## src/core/ipf_pkg.sv

```systemverilog
// Purpose: shared constants, layouts and carriers of the priority field bank
// Assumes: wishbone classic, 32-bit data, registers in the low 16 or 22 bits
// Notes:   register byte address is four times its index
package ipf_pkg;

	// bus geometry
	localparam int unsigned WB_ADR_W = 8;
	localparam int unsigned WB_DAT_W = 32;
	localparam int unsigned WB_SEL_W = 4;
	localparam int unsigned IDX_LSB  = 2;
	localparam int unsigned IDX_W    = 6;
	localparam int unsigned REG_W    = 16;

	// register indices
	localparam logic [IDX_W-1:0] IDX_TCD  = 6'h06;
	localparam logic [IDX_W-1:0] IDX_TABC = 6'h07;
	localparam logic [IDX_W-1:0] IDX_SER  = 6'h08;
	localparam logic [IDX_W-1:0] IDX_STAT = 6'h10;
	localparam logic [IDX_W-1:0] IDX_MASK = 6'h11;

	// reset values and writable bits
	localparam logic [REG_W-1:0] PRIO_RST   = 16'h0000;
	localparam logic [REG_W-1:0] WMASK_TCD  = 16'hFFCF;
	localparam logic [REG_W-1:0] WMASK_TABC = 16'hFFFF;
	localparam logic [REG_W-1:0] WMASK_SER  = 16'hF3FF;

	// field codes and levels
	localparam logic [1:0] FIELD_OFF = 2'h0;
	localparam logic [1:0] FIELD_L0  = 2'h1;
	localparam logic [1:0] FIELD_L1  = 2'h2;
	localparam logic [1:0] FIELD_L2  = 2'h3;
	localparam logic [1:0] LVL0      = 2'h0;
	localparam logic [1:0] LVL1      = 2'h1;
	localparam logic [1:0] LVL2      = 2'h2;
	localparam int unsigned NLVL     = 3;

	// sources: 0..6 timer c/d + decoder, 7..14 timer a/b/c, 15..21 serial + timer a
	localparam int unsigned NSRC          = 22;
	localparam int unsigned SRC_TC0       = 0;
	localparam int unsigned SRC_DEC0_HOME = 6;
	localparam int unsigned SRC_TA0       = 7;
	localparam int unsigned SRC_RX_FULL   = 15;

	typedef enum logic [1:0] {
		RSEL_TCD,
		RSEL_TABC,
		RSEL_SER
	} ipf_rsel_e;

	localparam ipf_rsel_e SRC_REG [NSRC] = '{
		RSEL_TCD, RSEL_TCD, RSEL_TCD, RSEL_TCD, RSEL_TCD, RSEL_TCD, RSEL_TCD,
		RSEL_TABC, RSEL_TABC, RSEL_TABC, RSEL_TABC,
		RSEL_TABC, RSEL_TABC, RSEL_TABC, RSEL_TABC,
		RSEL_SER, RSEL_SER, RSEL_SER, RSEL_SER, RSEL_SER, RSEL_SER, RSEL_SER
	};
	localparam int unsigned SRC_LSB [NSRC] = '{
		14, 12, 10, 8, 6, 2, 0,
		14, 12, 10, 8, 6, 4, 2, 0,
		14, 12, 8, 6, 4, 2, 0
	};

	// wishbone carriers
	typedef struct packed {
		logic                cyc;
		logic                stb;
		logic                we;
		logic [WB_ADR_W-1:0] adr;
		logic [WB_SEL_W-1:0] sel;
		logic [WB_DAT_W-1:0] dat;
	} ipf_wb_req_s;

	typedef struct packed {
		logic                ack;
		logic [WB_DAT_W-1:0] dat;
	} ipf_wb_rsp_s;

	// toward arbitration
	typedef struct packed {
		logic [NSRC-1:0]       valid;
		logic [NSRC-1:0][1:0]  level;
		logic [NLVL-1:0]       lvl_pend;
	} ipf_arb_s;

endpackage

```

## src/core/ipf_field_dec.sv

```systemverilog
// Purpose: decode one two-bit priority field against its request line
// Assumes: field value already masked of reserved bits
// Notes:   purely combinational
module ipf_field_dec
	import ipf_pkg::*;
(
	// field and request
	input  wire logic [1:0] field,
	input  wire logic       req,
	// decoded
	output logic            valid,
	output logic [1:0]      level
);

	always_comb begin
		valid = req;
		level = LVL0;
		// code to level
		case (field)
			FIELD_OFF: begin
				valid = 1'b0;
			end
			FIELD_L0: begin
				level = LVL0;
			end
			FIELD_L1: begin
				level = LVL1;
			end
			FIELD_L2: begin
				level = LVL2;
			end
			default: begin
				valid = 1'b0;
			end
		endcase
	end

endmodule // ipf_field_dec

```

## src/core/ipf_prio_bank.sv

```systemverilog
// Purpose: priority field bank with wishbone slave and pending status
// Assumes: requests synchronous to clk, one-clock design
// Notes:   ack one cycle after request, writes land on the ack edge

// Notes on behaviour
// Field 00 disables the source, 01/10/11 give levels 0/1/2, never above 2.
// Every priority field is 00 after reset.
// Reserved bits 5:4 of timer c/d and 11:10 of serial read zero and ignore writes.
// Timer c/d register holds tc0, td3..td0 from bit 15 down, decoder index 3:2, home 1:0.
// Register at index 7 holds ta0, tb3..tb0, tc3..tc1 from bit 15 down.
// Register at index 8 holds rx full, rx error, tx idle 9:8, tx empty 7:6, ta3..ta1.
// Decoder home field covers one line raised by home transition or watchdog.
// Timer c/d register sits at index 6 and resets to zero.
// Enabled pending sources go out at their level; a disabled one never does.
module ipf_prio_bank
	import ipf_pkg::*;
(
	// clock and reset
	input  wire logic            clk,
	input  wire logic            arst_n,
	// register bus
	input  wire ipf_wb_req_s     wb_i,
	output ipf_wb_rsp_s          wb_o,
	// peripheral requests
	input  wire logic [NSRC-1:0] src_req,
	input  wire logic            decoder0_watchdog_req,
	// toward arbitration
	output ipf_arb_s             arb_o,
	output logic                 irq
);

	typedef struct packed {
		logic [REG_W-1:0]     tcd;
		logic [REG_W-1:0]     tabc;
		logic [REG_W-1:0]     ser;
		logic [NSRC-1:0]      stat;
		logic [NSRC-1:0]      mask;
		ipf_arb_s             arb;
		logic                 ack;
		logic [WB_DAT_W-1:0]  rdat;
	} ipf_state_s;

	localparam ipf_state_s ST_RST = '{
		tcd:  PRIO_RST,
		tabc: PRIO_RST,
		ser:  PRIO_RST,
		stat: '0,
		mask: '0,
		arb:  '0,
		ack:  1'b0,
		rdat: '0
	};

	ipf_state_s              st_reg;
	ipf_state_s              st_next;
	logic [REG_W-1:0]        prio_arr [3];
	logic [NSRC-1:0]         req_w;
	logic [NSRC-1:0]         dec_valid;
	logic [NSRC-1:0][1:0]    dec_level;
	logic [IDX_W-1:0]        idx;
	logic                    req_on;
	logic                    wr_take;

	// byte-lane merge of a write into a word
	function automatic logic [WB_DAT_W-1:0] wmerge(
		input logic [WB_DAT_W-1:0] old_v,
		input logic [WB_DAT_W-1:0] new_v,
		input logic [WB_SEL_W-1:0] sel
	);
		logic [WB_DAT_W-1:0] res;
		res = old_v;
		for (int b = 0; b < WB_SEL_W; b++) begin
			if (sel[b]) begin
				res[b*8 +: 8] = new_v[b*8 +: 8];
			end
		end
		return res;
	endfunction

	assign idx     = wb_i.adr[IDX_LSB +: IDX_W];
	assign req_on  = wb_i.cyc && wb_i.stb;
	assign wr_take = req_on && wb_i.we && st_reg.ack;

	assign prio_arr[RSEL_TCD]  = st_reg.tcd;
	assign prio_arr[RSEL_TABC] = st_reg.tabc;
	assign prio_arr[RSEL_SER]  = st_reg.ser;

	// home and watchdog share a line
	always_comb begin
		req_w = src_req;
		req_w[SRC_DEC0_HOME] = src_req[SRC_DEC0_HOME] | decoder0_watchdog_req;
	end

	// field placement per source
	for (genvar i = 0; i < NSRC; i++) begin : g_src
		ipf_field_dec u_dec (
			.field (prio_arr[SRC_REG[i]][SRC_LSB[i] +: 2]),
			.req   (req_w[i]),
			.valid (dec_valid[i]),
			.level (dec_level[i])
		);

	end

	always_comb begin
		st_next = st_reg;

		// registered ack, one per request
		st_next.ack = req_on && !st_reg.ack;

		// read data captured as ack rises
		if (req_on && !st_reg.ack && !wb_i.we) begin
			case (idx)
				// timer c/d at index 6
				IDX_TCD:  st_next.rdat = WB_DAT_W'(st_reg.tcd);
				IDX_TABC: st_next.rdat = WB_DAT_W'(st_reg.tabc);
				IDX_SER:  st_next.rdat = WB_DAT_W'(st_reg.ser);
				IDX_STAT: st_next.rdat = WB_DAT_W'(st_reg.stat);
				IDX_MASK: st_next.rdat = WB_DAT_W'(st_reg.mask);
				default:  st_next.rdat = '0;
			endcase
		end

		// pending set wins over write-one clear
		st_next.stat = st_reg.stat;
		if (wr_take && idx == IDX_STAT) begin
			st_next.stat = st_reg.stat & ~NSRC'(wmerge('0, wb_i.dat, wb_i.sel));
		end
		st_next.stat = st_next.stat | (dec_valid & ~st_reg.arb.valid);

		// register writes on the ack edge
		if (wr_take) begin
			case (idx)
				// reserved bits forced to zero
				IDX_TCD: begin
					st_next.tcd = REG_W'(wmerge(WB_DAT_W'(st_reg.tcd), wb_i.dat, wb_i.sel))
						& WMASK_TCD;
				end
				// full-width timer a/b/c
				IDX_TABC: begin
					st_next.tabc = REG_W'(wmerge(WB_DAT_W'(st_reg.tabc), wb_i.dat, wb_i.sel))
						& WMASK_TABC;
				end
				// serial layout, gap at 11:10
				IDX_SER: begin
					st_next.ser = REG_W'(wmerge(WB_DAT_W'(st_reg.ser), wb_i.dat, wb_i.sel))
						& WMASK_SER;
				end
				IDX_MASK: begin
					st_next.mask = NSRC'(wmerge(WB_DAT_W'(st_reg.mask), wb_i.dat, wb_i.sel));
				end
				default: begin
					st_next.mask = st_reg.mask;
				end
			endcase
		end

		// registered presentation to arbitration
		st_next.arb.valid = dec_valid;
		st_next.arb.level = dec_level;
		for (int l = 0; l < NLVL; l++) begin
			st_next.arb.lvl_pend[l] = 1'b0;
			for (int s = 0; s < NSRC; s++) begin
				if (dec_valid[s] && dec_level[s] == 2'(l)) begin
					st_next.arb.lvl_pend[l] = 1'b1;
				end
			end
		end
	end

	// all fields start disabled
	always_ff @(posedge clk or negedge arst_n) begin
		if (!arst_n) begin
			st_reg <= ST_RST;
		end else begin
			st_reg <= st_next;
		end
	end

	assign wb_o.ack = st_reg.ack;
	assign wb_o.dat = st_reg.rdat;
	assign arb_o    = st_reg.arb;
	assign irq      = |(st_reg.stat & st_reg.mask);

	// first edge after reset release, for checking only
	logic seen_reg;
	always_ff @(posedge clk or negedge arst_n) begin
		if (!arst_n) begin
			seen_reg <= 1'b0;
		end else begin
			seen_reg <= 1'b1;
		end
	end
endmodule // ipf_prio_bank
```

## config.mk

```make
export PLATFORM = sky130hd
export DESIGN_NAME = ipf_prio_bank
export DESIGN_NICKNAME = d
export VERILOG_FILES = /design/src/core/ipf_pkg.sv /design/src/core/ipf_field_dec.sv /design/src/core/ipf_prio_bank.sv
export SDC_FILE = /design/constraint.sdc
export NUM_CORES = 1
export LEC_CHECK = 0
export ABC_CLOCK_PERIOD_IN_PS = 3310
export BUFFER_PORTS_ARGS = -buffer_cell sky130_fd_sc_hd__buf_4
export CAP_MARGIN = 25
export CORE_ASPECT_RATIO = 0.8
export CORE_MARGIN = 2
export CORE_UTILIZATION = 40
export DETAILED_ROUTE_END_ITERATION = 16
export GPL_ROUTABILITY_DRIVEN = 1
export SYNTH_ARGS = -nofsm -noshare
export SYNTH_HDL_FRONTEND = slang
export SYNTH_SLANG_ARGS = --single-unit
export TNS_END_PERCENT = 30
```

## constraint.sdc

```tcl
create_clock -name clk -period 3.31 [get_ports clk]
set_input_delay 0.1655 -clock clk [delete_from_list [all_inputs] [get_ports clk]]
set_output_delay 0.1655 -clock clk [all_outputs]
set_load 0.02 [all_outputs]
```

==> After elaboration in Yosys (flattened, before gate mapping) <==
Cells that the tools add are included.
{ "totals": {"word_cells": 382, "inputBits": 72, "regBits": 190} }
{ "op_classes": {"n_bitwise": 7, "muxes": 118, "n_reduce_logical": 128, "eq_ne": 93} }
{ "ops": {"columns": ["op", "n"], "rows": [
  ["equality test 2 bit, second input constant", 66],
  ["one-hot mux 22 bit (5 select lines)", 1],
  ["zero test 2 bit", 44],
  ["two-way mux 1 bit", 88],
  ["one-hot mux 2 bit (2 select lines)", 22],
  ["logical AND 1 bit", 72],
  ["bitwise AND 22 bit", 3],
  ["equality test 2 x 1 -> 1 bit, second input constant", 22],
  ["NOT 22 bit", 2],
  ["two-way mux 8 bit", 4],
  ["AND reduction 3 bit", 9],
  ["two-way mux 22 bit", 1],
  ["bitwise OR 22 bit", 1],
  ["OR reduction 22 bit", 1],
  ["equality test 6 x 3 -> 1 bit, second input constant", 2],
  ["equality test 6 x 5 -> 1 bit, second input constant", 2],
  ["two-way mux 6 bit", 2],
  ["equality test 6 x 4 -> 1 bit, second input constant", 1],
  ["zero test 1 bit", 2],
  ["bitwise OR 1 bit", 1]
]} }

==> Logic depth before layout (Yosys ltp) <==
Gate-level depths: netlist (run 1).
{ "depth": {"ltp_word": 26, "mapped_depth": 6, "depth_no_buf": 4} }

==> By module <==
Synthesis (run 1) repeated with hierarchy kept, for this count alone.
{ "unflattened": {"cells_unflattened": 763, "area_unflattened_um2": 8834.7} }
{ "modules_own_cells": {"columns": ["mod", "area_each_um2", "n_inst", "cells_each", "seq_area_each_um2"], "rows": [
  ["ipf_prio_bank", 8394.3, 1, 697, 4504.3],
  ["ipf_field_dec", 20.0, 22, 3, 0.0]
]} }

==> Least setup slack after synthesis (run 1) <==
Ideal clock, no wire load.
{ "synth_timing": {"path_kind": "reg2reg", "startpoint": "register st_reg (netlist bit wb_o[32])", "endpoint": "register st_reg (netlist bit prio_arr[0])", "t_required_ns": 3.185, "setup_slack_ns": 1.642, "stages_incl_launch_ff": 7, "arrival_ns": 1.543, "path_cell_list": "dfrtp_1 and4_1 buf_2 and2_1 buf_2 nand2_1 mux2_2"} }
{ "synth_via": {"elab_chain_cells": 2} }
{ "synth_rtl": {"columns": ["item", "line", "text"], "rows": [
  ["from (decl)", "ipf_prio_bank.sv:54", "ipf_state_s st_reg;"],
  ["from (signal assigned)", "ipf_prio_bank.sv:176", "st_reg <= st_next;"],
  ["logical AND 1 bit", "ipf_prio_bank.sv:82", "assign wr_take = req_on && wb_i.we && st_reg.ack;"],
  ["AND reduction 3 bit (no line)", null, null]
]} }
Every way passes these cells.
A chain may end at the register's enable or synchronous reset.

==> Final worst setup path (run 1) <==
{ "layout_timing": {"startpoint": "register st_reg (netlist bit wb_o[32])", "endpoint": "register st_reg (netlist bit prio_arr[30])"} }
Same word-level chain as after synthesis.

==> flow_summary.json, run 1 <==
{
  "synth_edf_count": 0,
  "worstPathRequired_ns": 3.62,
  "core_area_um2": 20800,
  "arrival_ns": 2.69,
  "synth_top_area_share_pct": 52.6,
  "wire_per_inst_um": 22.1,
  "synth_top_flop_cell": "dfrtp_1",
  "synth_cells": 743,
  "fin_crit_ns": 2.38,
  "status": "complete, no violations",
  "hold_path_end": "arb_o[62]$_DFF_PN0_",
  "critPathMaxFanout": 12,
  "cts.sinks": 180,
  "ys_types": 49,
  "placed_area_um2": 9270,
  "hp-start": "src_req[15]",
  "hold_viol": 0,
  "synth_area_per_cell_um2": 11.5,
  "gp_congestion": 0.909,
  "grt_pass1_vias": 5894,
  "drt_iter0_markers": 488,
  "num_vias": 6006,
  "synth_seq_cells": 180,
  "cts_root_buffer": "clkbuf_16",
  "maxSlewHeadroom_pct": 50.4,
  "post-dp-hpwl_mm": 18.1,
  "viasPerCell": 5.45,
  "drc": 0,
  "worstSkewPairLatency_ns": 0.44,
  "grt_pass1_wl_mm": 36.3,
  "tritoncts": "built",
  "initial_core_util_pct": 41.1,
  "finClkSkew_ns": 0.00960,
  "postCtsSetupBuffers": 0,
  "drv_slew": 0,
  "layout-drive-gt1-share_pct": 34.0,
  "reg2reg_depth": 4,
  "drt_first_pass_iters": 5,
  "p_total_mw": 4.64,
  "worstReg2RegEnd": "prio_arr[30]$_DFFE_PN0P_",
  "maxClockFrequency_mhz": 420,
  "grt_max_degree": 74,
  "final_common_cell": "dfrtp_1",
  "cp-end-kind": "flip-flop",
  "peakVddDrop_uv": 222,
  "fin_crit_sh_pct": 71.9,
  "rsz0062_at_grt": "false",
  "syn_area_um2": 8560,
  "leakage_nw": 4.85,
  "critPathKind": "reg -> reg",
  "post-route-cell-area_um2": 10000,
  "final_antenna_net_count": 0,
  "r2r_start": "wb_o[32]$_DFF_PN0_",
  "ctsResizeCount": 0,
  "cap_violations": 0,
  "p_per_area_nw_per_um2": 464,
  "clkSlewWorstSetupHoldPaths_ns": 0.07,
  "worst_pin_slew_ns": 0.725,
  "cts_buffers": 17,
  "layout.nets": 891,
  "port_buffers": 151,
  "die_height_um": 135,
  "clock_path_buffers": 2,
  "antenna_found_initial": 1,
  "dieArea_um2": 22600,
  "die_x_um": 168,
  "grt-ovfl-total": 0,
  "grt_usage_pct": 21.8,
  "yosys.area.top_type": "dfrtp_1",
  "setup_viol": 0,
  "yosys-top-cells-area": "dfrtp_1, mux2_2, buf_4, a22o_1, mux2i_1",
  "min_path_cells": 2,
  "r2r_slack_ns": 0.93,
  "hp-class": "in -> reg",
  "cts_hold_buffers": 14,
  "fin_tns_setup_ns": 0,
  "cp-start-kind": "flip-flop",
  "area_delta_synth_final_pct": 16.8,
  "mostFrequentLayoutCells": "dfrtp_1, buf_4, mux2_2, nand2_1, nand3_1",
  "wirelength_mm": 24.4,
  "htree_levels": 4,
  "ys_async_sr_fraction_pct": 100,
  "ys_seq_area_share_pct": 52.6,
  "largest_reg_flops": 69,
  "io_pins": 175,
  "yosysWarnings": 0,
  "rows": 47
}
## synthesized netlist by cell type, types with 2 or more instances
cell and number:
a221oi_1 12, a31oi_1 2, dfrtp_1 180, and2_1 26, and3_1 4, nand3_1 33, a22oi_1 3, nand2_1 46
a222oi_1 6, mux2_2 83, o21a_1 21, o32ai_1 2, nor3_1 11, inv_1 25, clkbuf_1 8, o21ai_0 19
and4_1 3, a2111oi_0 3, a22o_1 29, o2bb2ai_1 2, nor3b_1 2, or2_2 3, a211o_1 2, nor2_1 7
nor2b_1 21, nand3b_1 12, nor4_1 2, nand4_1 14, mux2i_1 18, buf_4 102, buf_2 15, o22ai_1 10
## per-layer routing
metal / routed length [µm] / track usage (%) / share of wire [%]
met3: 1480 / 4.02 / 6.1
met1: 11400 / 31.4 / 47
met2: 11200 / 33.7 / 46
met4: 365 / 6.28 / 1.5
met5: 0 / 0 / 0
## power breakdown
group	switching, mW	total, mW	internal, mW
Sequential	0.0614	2.32	2.25
Clock	0.866	2.02	1.15
Combinational	0.173	0.311	0.138
Total	1.10	4.64	3.54
## logic make-up (layout without fill, tap and decap cells)
family / Yosys count / in the layout / synth area share, %
mux: 101 / 101 / 13.0
simple gates: 193 / 193 / 12.5
buf+inv: 150 / 230 / 11.3
compound gates: 118 / 118 / 10.5
flops: 180 / 180 / 52.6
other cells: 1 / 11 / 0.0438
## layout make-up
type	count	area (µm²)
Fill cell	1952	10800
Sequential cell	180	4500
Multi-Input combinational cell	422	3130
Timing Repair Buffer	173	1350
Clock buffer	20	457
Tap cell	269	337
Clock inverter	12	129
Inverter	25	93.8
Antenna cell	1	2.50
## how the worst max path moves through the flow
stage	startpoint	endpoint	slack, ns	depth (start not counted)
floorplan	wb_o[32]$_DFF_PN0_	prio_arr[0]$_DFFE_PN0P_	1.64	6
global placement	wb_o[32]$_DFF_PN0_	st_reg[113]$_DFFE_PN0P_	0.97	4
detailed placement	wb_o[32]$_DFF_PN0_	prio_arr[31]$_DFFE_PN0P_	0.97	4
CTS	wb_o[32]$_DFF_PN0_	prio_arr[31]$_DFFE_PN0P_	0.94	4
global route	wb_o[32]$_DFF_PN0_	prio_arr[30]$_DFFE_PN0P_	0.84	4
finish	wb_o[32]$_DFF_PN0_	prio_arr[30]$_DFFE_PN0P_	0.93	4
## worst max-delay path, cell delays in order, from the launching register on
cell	delay, ns
dfrtp_1	0.36
and4_1	0.42
and2_1	0.57
and2_1	0.51
mux2_2	0.39
## through the flow
step | instances | hold WS (ns) | setup WS [ns] | utilization [%]
2_1_floorplan | 752 | -0.130 | 1.64 | -
3_3_place_gp | 1055 | 0.233 | 0.969 | 44.5
3_5_place_dp | 1055 | 0.230 | 0.966 | 44.5
4_1_cts | 1101 | 0.000526 | 0.943 | 48.0
5_1_grt | 1102 | 0.00851 | 0.840 | 48.0
6_report | 1102 | 0.00796 | 0.929 | 48.0
(Power assumes the default switching activity.)
==> run 2: changes to the inputs <==
- ABC_CLOCK_PERIOD_IN_PS: 3310 -> 2100
- clock period: 3.31 -> 2.1 ns (I/O delays scaled with it)
==> flow_summary.json, run 2 (synthesis results as in run 1) <==
{
  "status": "complete, no violations",
  "largest_reg_flops": 69,
  "hold_viol": 0,
  "hp-class": "in -> reg",
  "arrival_ns": 1.94,
  "wire_per_inst_um": 21.6,
  "p_sw_share_pct": 23.7,
  "whs_ns": 0.0217,
  "fin_crit_sh_pct": 97.3,
  "grt_max_degree": 70,
  "internal_power_mw": 5.67,
  "core_area_um2": 20800,
  "post-dp-hpwl_mm": 18.5,
  "layout.cells.non_filler": 1150,
  "gp_congestion": 0.913,
  "grt_usage_pct": 22.7,
  "drv_slew": 0,
  "rsz0062_at_grt": "false",
  "final_antenna_net_count": 0,
  "port_buffers": 151,
  "tritoncts": "built",
  "combinationalPowerShare_pct": 7.5,
  "area_delta_synth_final_pct": 22.7,
  "io_pins": 175,
  "initial_core_util_pct": 41.1,
  "finClkSkew_ns": 0.00744,
  "cts.sinks": 180,
  "layout.nets": 940,
  "mostFrequentLayoutCells": "dfrtp_1, buf_4, mux2_2, nand2_1, dlygate4sd3_1",
  "rows": 47,
  "die_height_um": 135,
  "viasPerCell": 5.47,
  "pwr-share-clk_pct": 43.3,
  "n_antenna_cell": 0,
  "critPathMaxFanout": 3,
  "multi_input_area_um2": 3160,
  "wirelength_mm": 24.9,
  "clock_path_buffers": 2,
  "worstSkewPairLatency_ns": 0.44,
  "leakage_nw": 5.10,
  "cts_root_buffer": "clkbuf_16",
  "maxClockFrequency_mhz": 489,
  "grt_pass1_vias": 6193,
  "peakVddDrop_uv": 428,
  "pre_cts_slack_ns": 0.199,
  "regArea_um2": 4510,
  "postCtsSetupBuffers": 0,
  "clkSlewWorstSetupHoldPaths_ns": 0.07,
  "dp.cells": 1075,
  "drc": 0,
  "layout-drive-gt1-share_pct": 35.5,
  "cp-start-kind": "flip-flop",
  "setup_viol": 0,
  "num_vias": 6286,
  "dieArea_um2": 22600,
  "critPathKind": "reg -> out",
  "htree_levels": 4,
  "die_x_um": 168,
  "fin_ws_ns": 0.0558,
  "fin_crit_ns": 2.04,
  "sequentialPowerShare_pct": 49.2,
  "fin_tns_setup_ns": 0,
  "cts_buffers": 17,
  "worstPathRequired_ns": 2.00,
  "cp-end-kind": "output pin",
  "cap_violations": 0,
  "drt_first_pass_iters": 6,
  "fillers": 1897,
  "grt-ovfl-total": 0,
  "p_sw_mw": 1.76,
  "grt_pass1_wl_mm": 37.9,
  "drt_iter0_markers": 513,
  "placed_area_um2": 9450,
  "antenna_found_initial": 0,
  "p_per_area_nw_per_um2": 707,
  "post-route-cell-area_um2": 10500
}
run 2: changes by cell type in the layout (fill, tap and decap cells not counted), sizes merged:
cell	change
dlygate4sd3	+29
clkinv	-1
inv	+1
diode	-1
buf	+20
run 2: path summary, 6_finish.rpt:
check                                          from                       end  slack (ns)  cells past startpoint
max in group asynchronous                    arst_n  prio_arr[40]$_DFFE_PN0P_        1.30                      3
max                           st_reg[128]$_DFF_PN0_                       irq        0.06                      5
min reg2reg                 prio_arr[0]$_DFFE_PN0P_       arb_o[45]$_DFF_PN0_        0.45                      1
min in group asynchronous                    arst_n       arb_o[60]$_DFF_PN0_        0.06                      2
min                                     src_req[20]       arb_o[67]$_DFF_PN0_        0.02                      2
max reg2reg                prio_arr[27]$_DFFE_PN0P_        arb_o[1]$_DFF_PN0_        0.11                      5
run 2: area by class of cell:
class / instances / share of cell area (%)
Sequential cell: 180 / 42.9
Tap cell: 269 / 3.20
Multi-Input combinational cell: 422 / 30.0
Clock buffer: 20 / 4.44
Timing Repair Buffer: 222 / 17.3
Clock inverter: 12 / 1.20
Inverter: 25 / 0.893
run 2: power by group through the flow:
stage          Combinational, mW  Clock, mW  Sequential, mW
2_1_floorplan              0.228          0            3.67
5_1_grt                    0.602       3.41            3.66
3_3_place_gp               0.486          0            3.71
4_1_cts                    0.557       3.27            3.65
6_report                   0.557       3.21            3.65
3_5_place_dp               0.491          0            3.71
run 2: critical path, stage by stage, from the launching register on:
cell and delay [ns]:
dfrtp_1 0.44, a22o_1 0.23, a221oi_2 0.25, and4_1 0.25, nand4_1 0.14, buf_4 0.19
run 2: repair_timing:
item	CTS	global route
gates resized for setup	3	8
hold buffers	43	0
hold endpoints to repair	271	0
setup endpoints to repair	1	1
run 2: per-layer routing:
layer | global-route usage (%) | vias to the layer above | part of all wire [%]
met4 | 7.83 | 0 | 2.4
li1 | - | 2807 | -
met5 | 0 | - | 0
met3 | 3.93 | 38 | 5.8
met1 | 33.0 | 3195 | 47
met2 | 34.4 | 246 | 44
run 2: per-stage QoR:
step,utilization (%),total power [mW]
CTS,50.4,7.47
detailed placement,45.4,4.20
finish,50.5,7.42
global placement,45.4,4.19
global route,50.5,7.67
floorplan,-,3.90
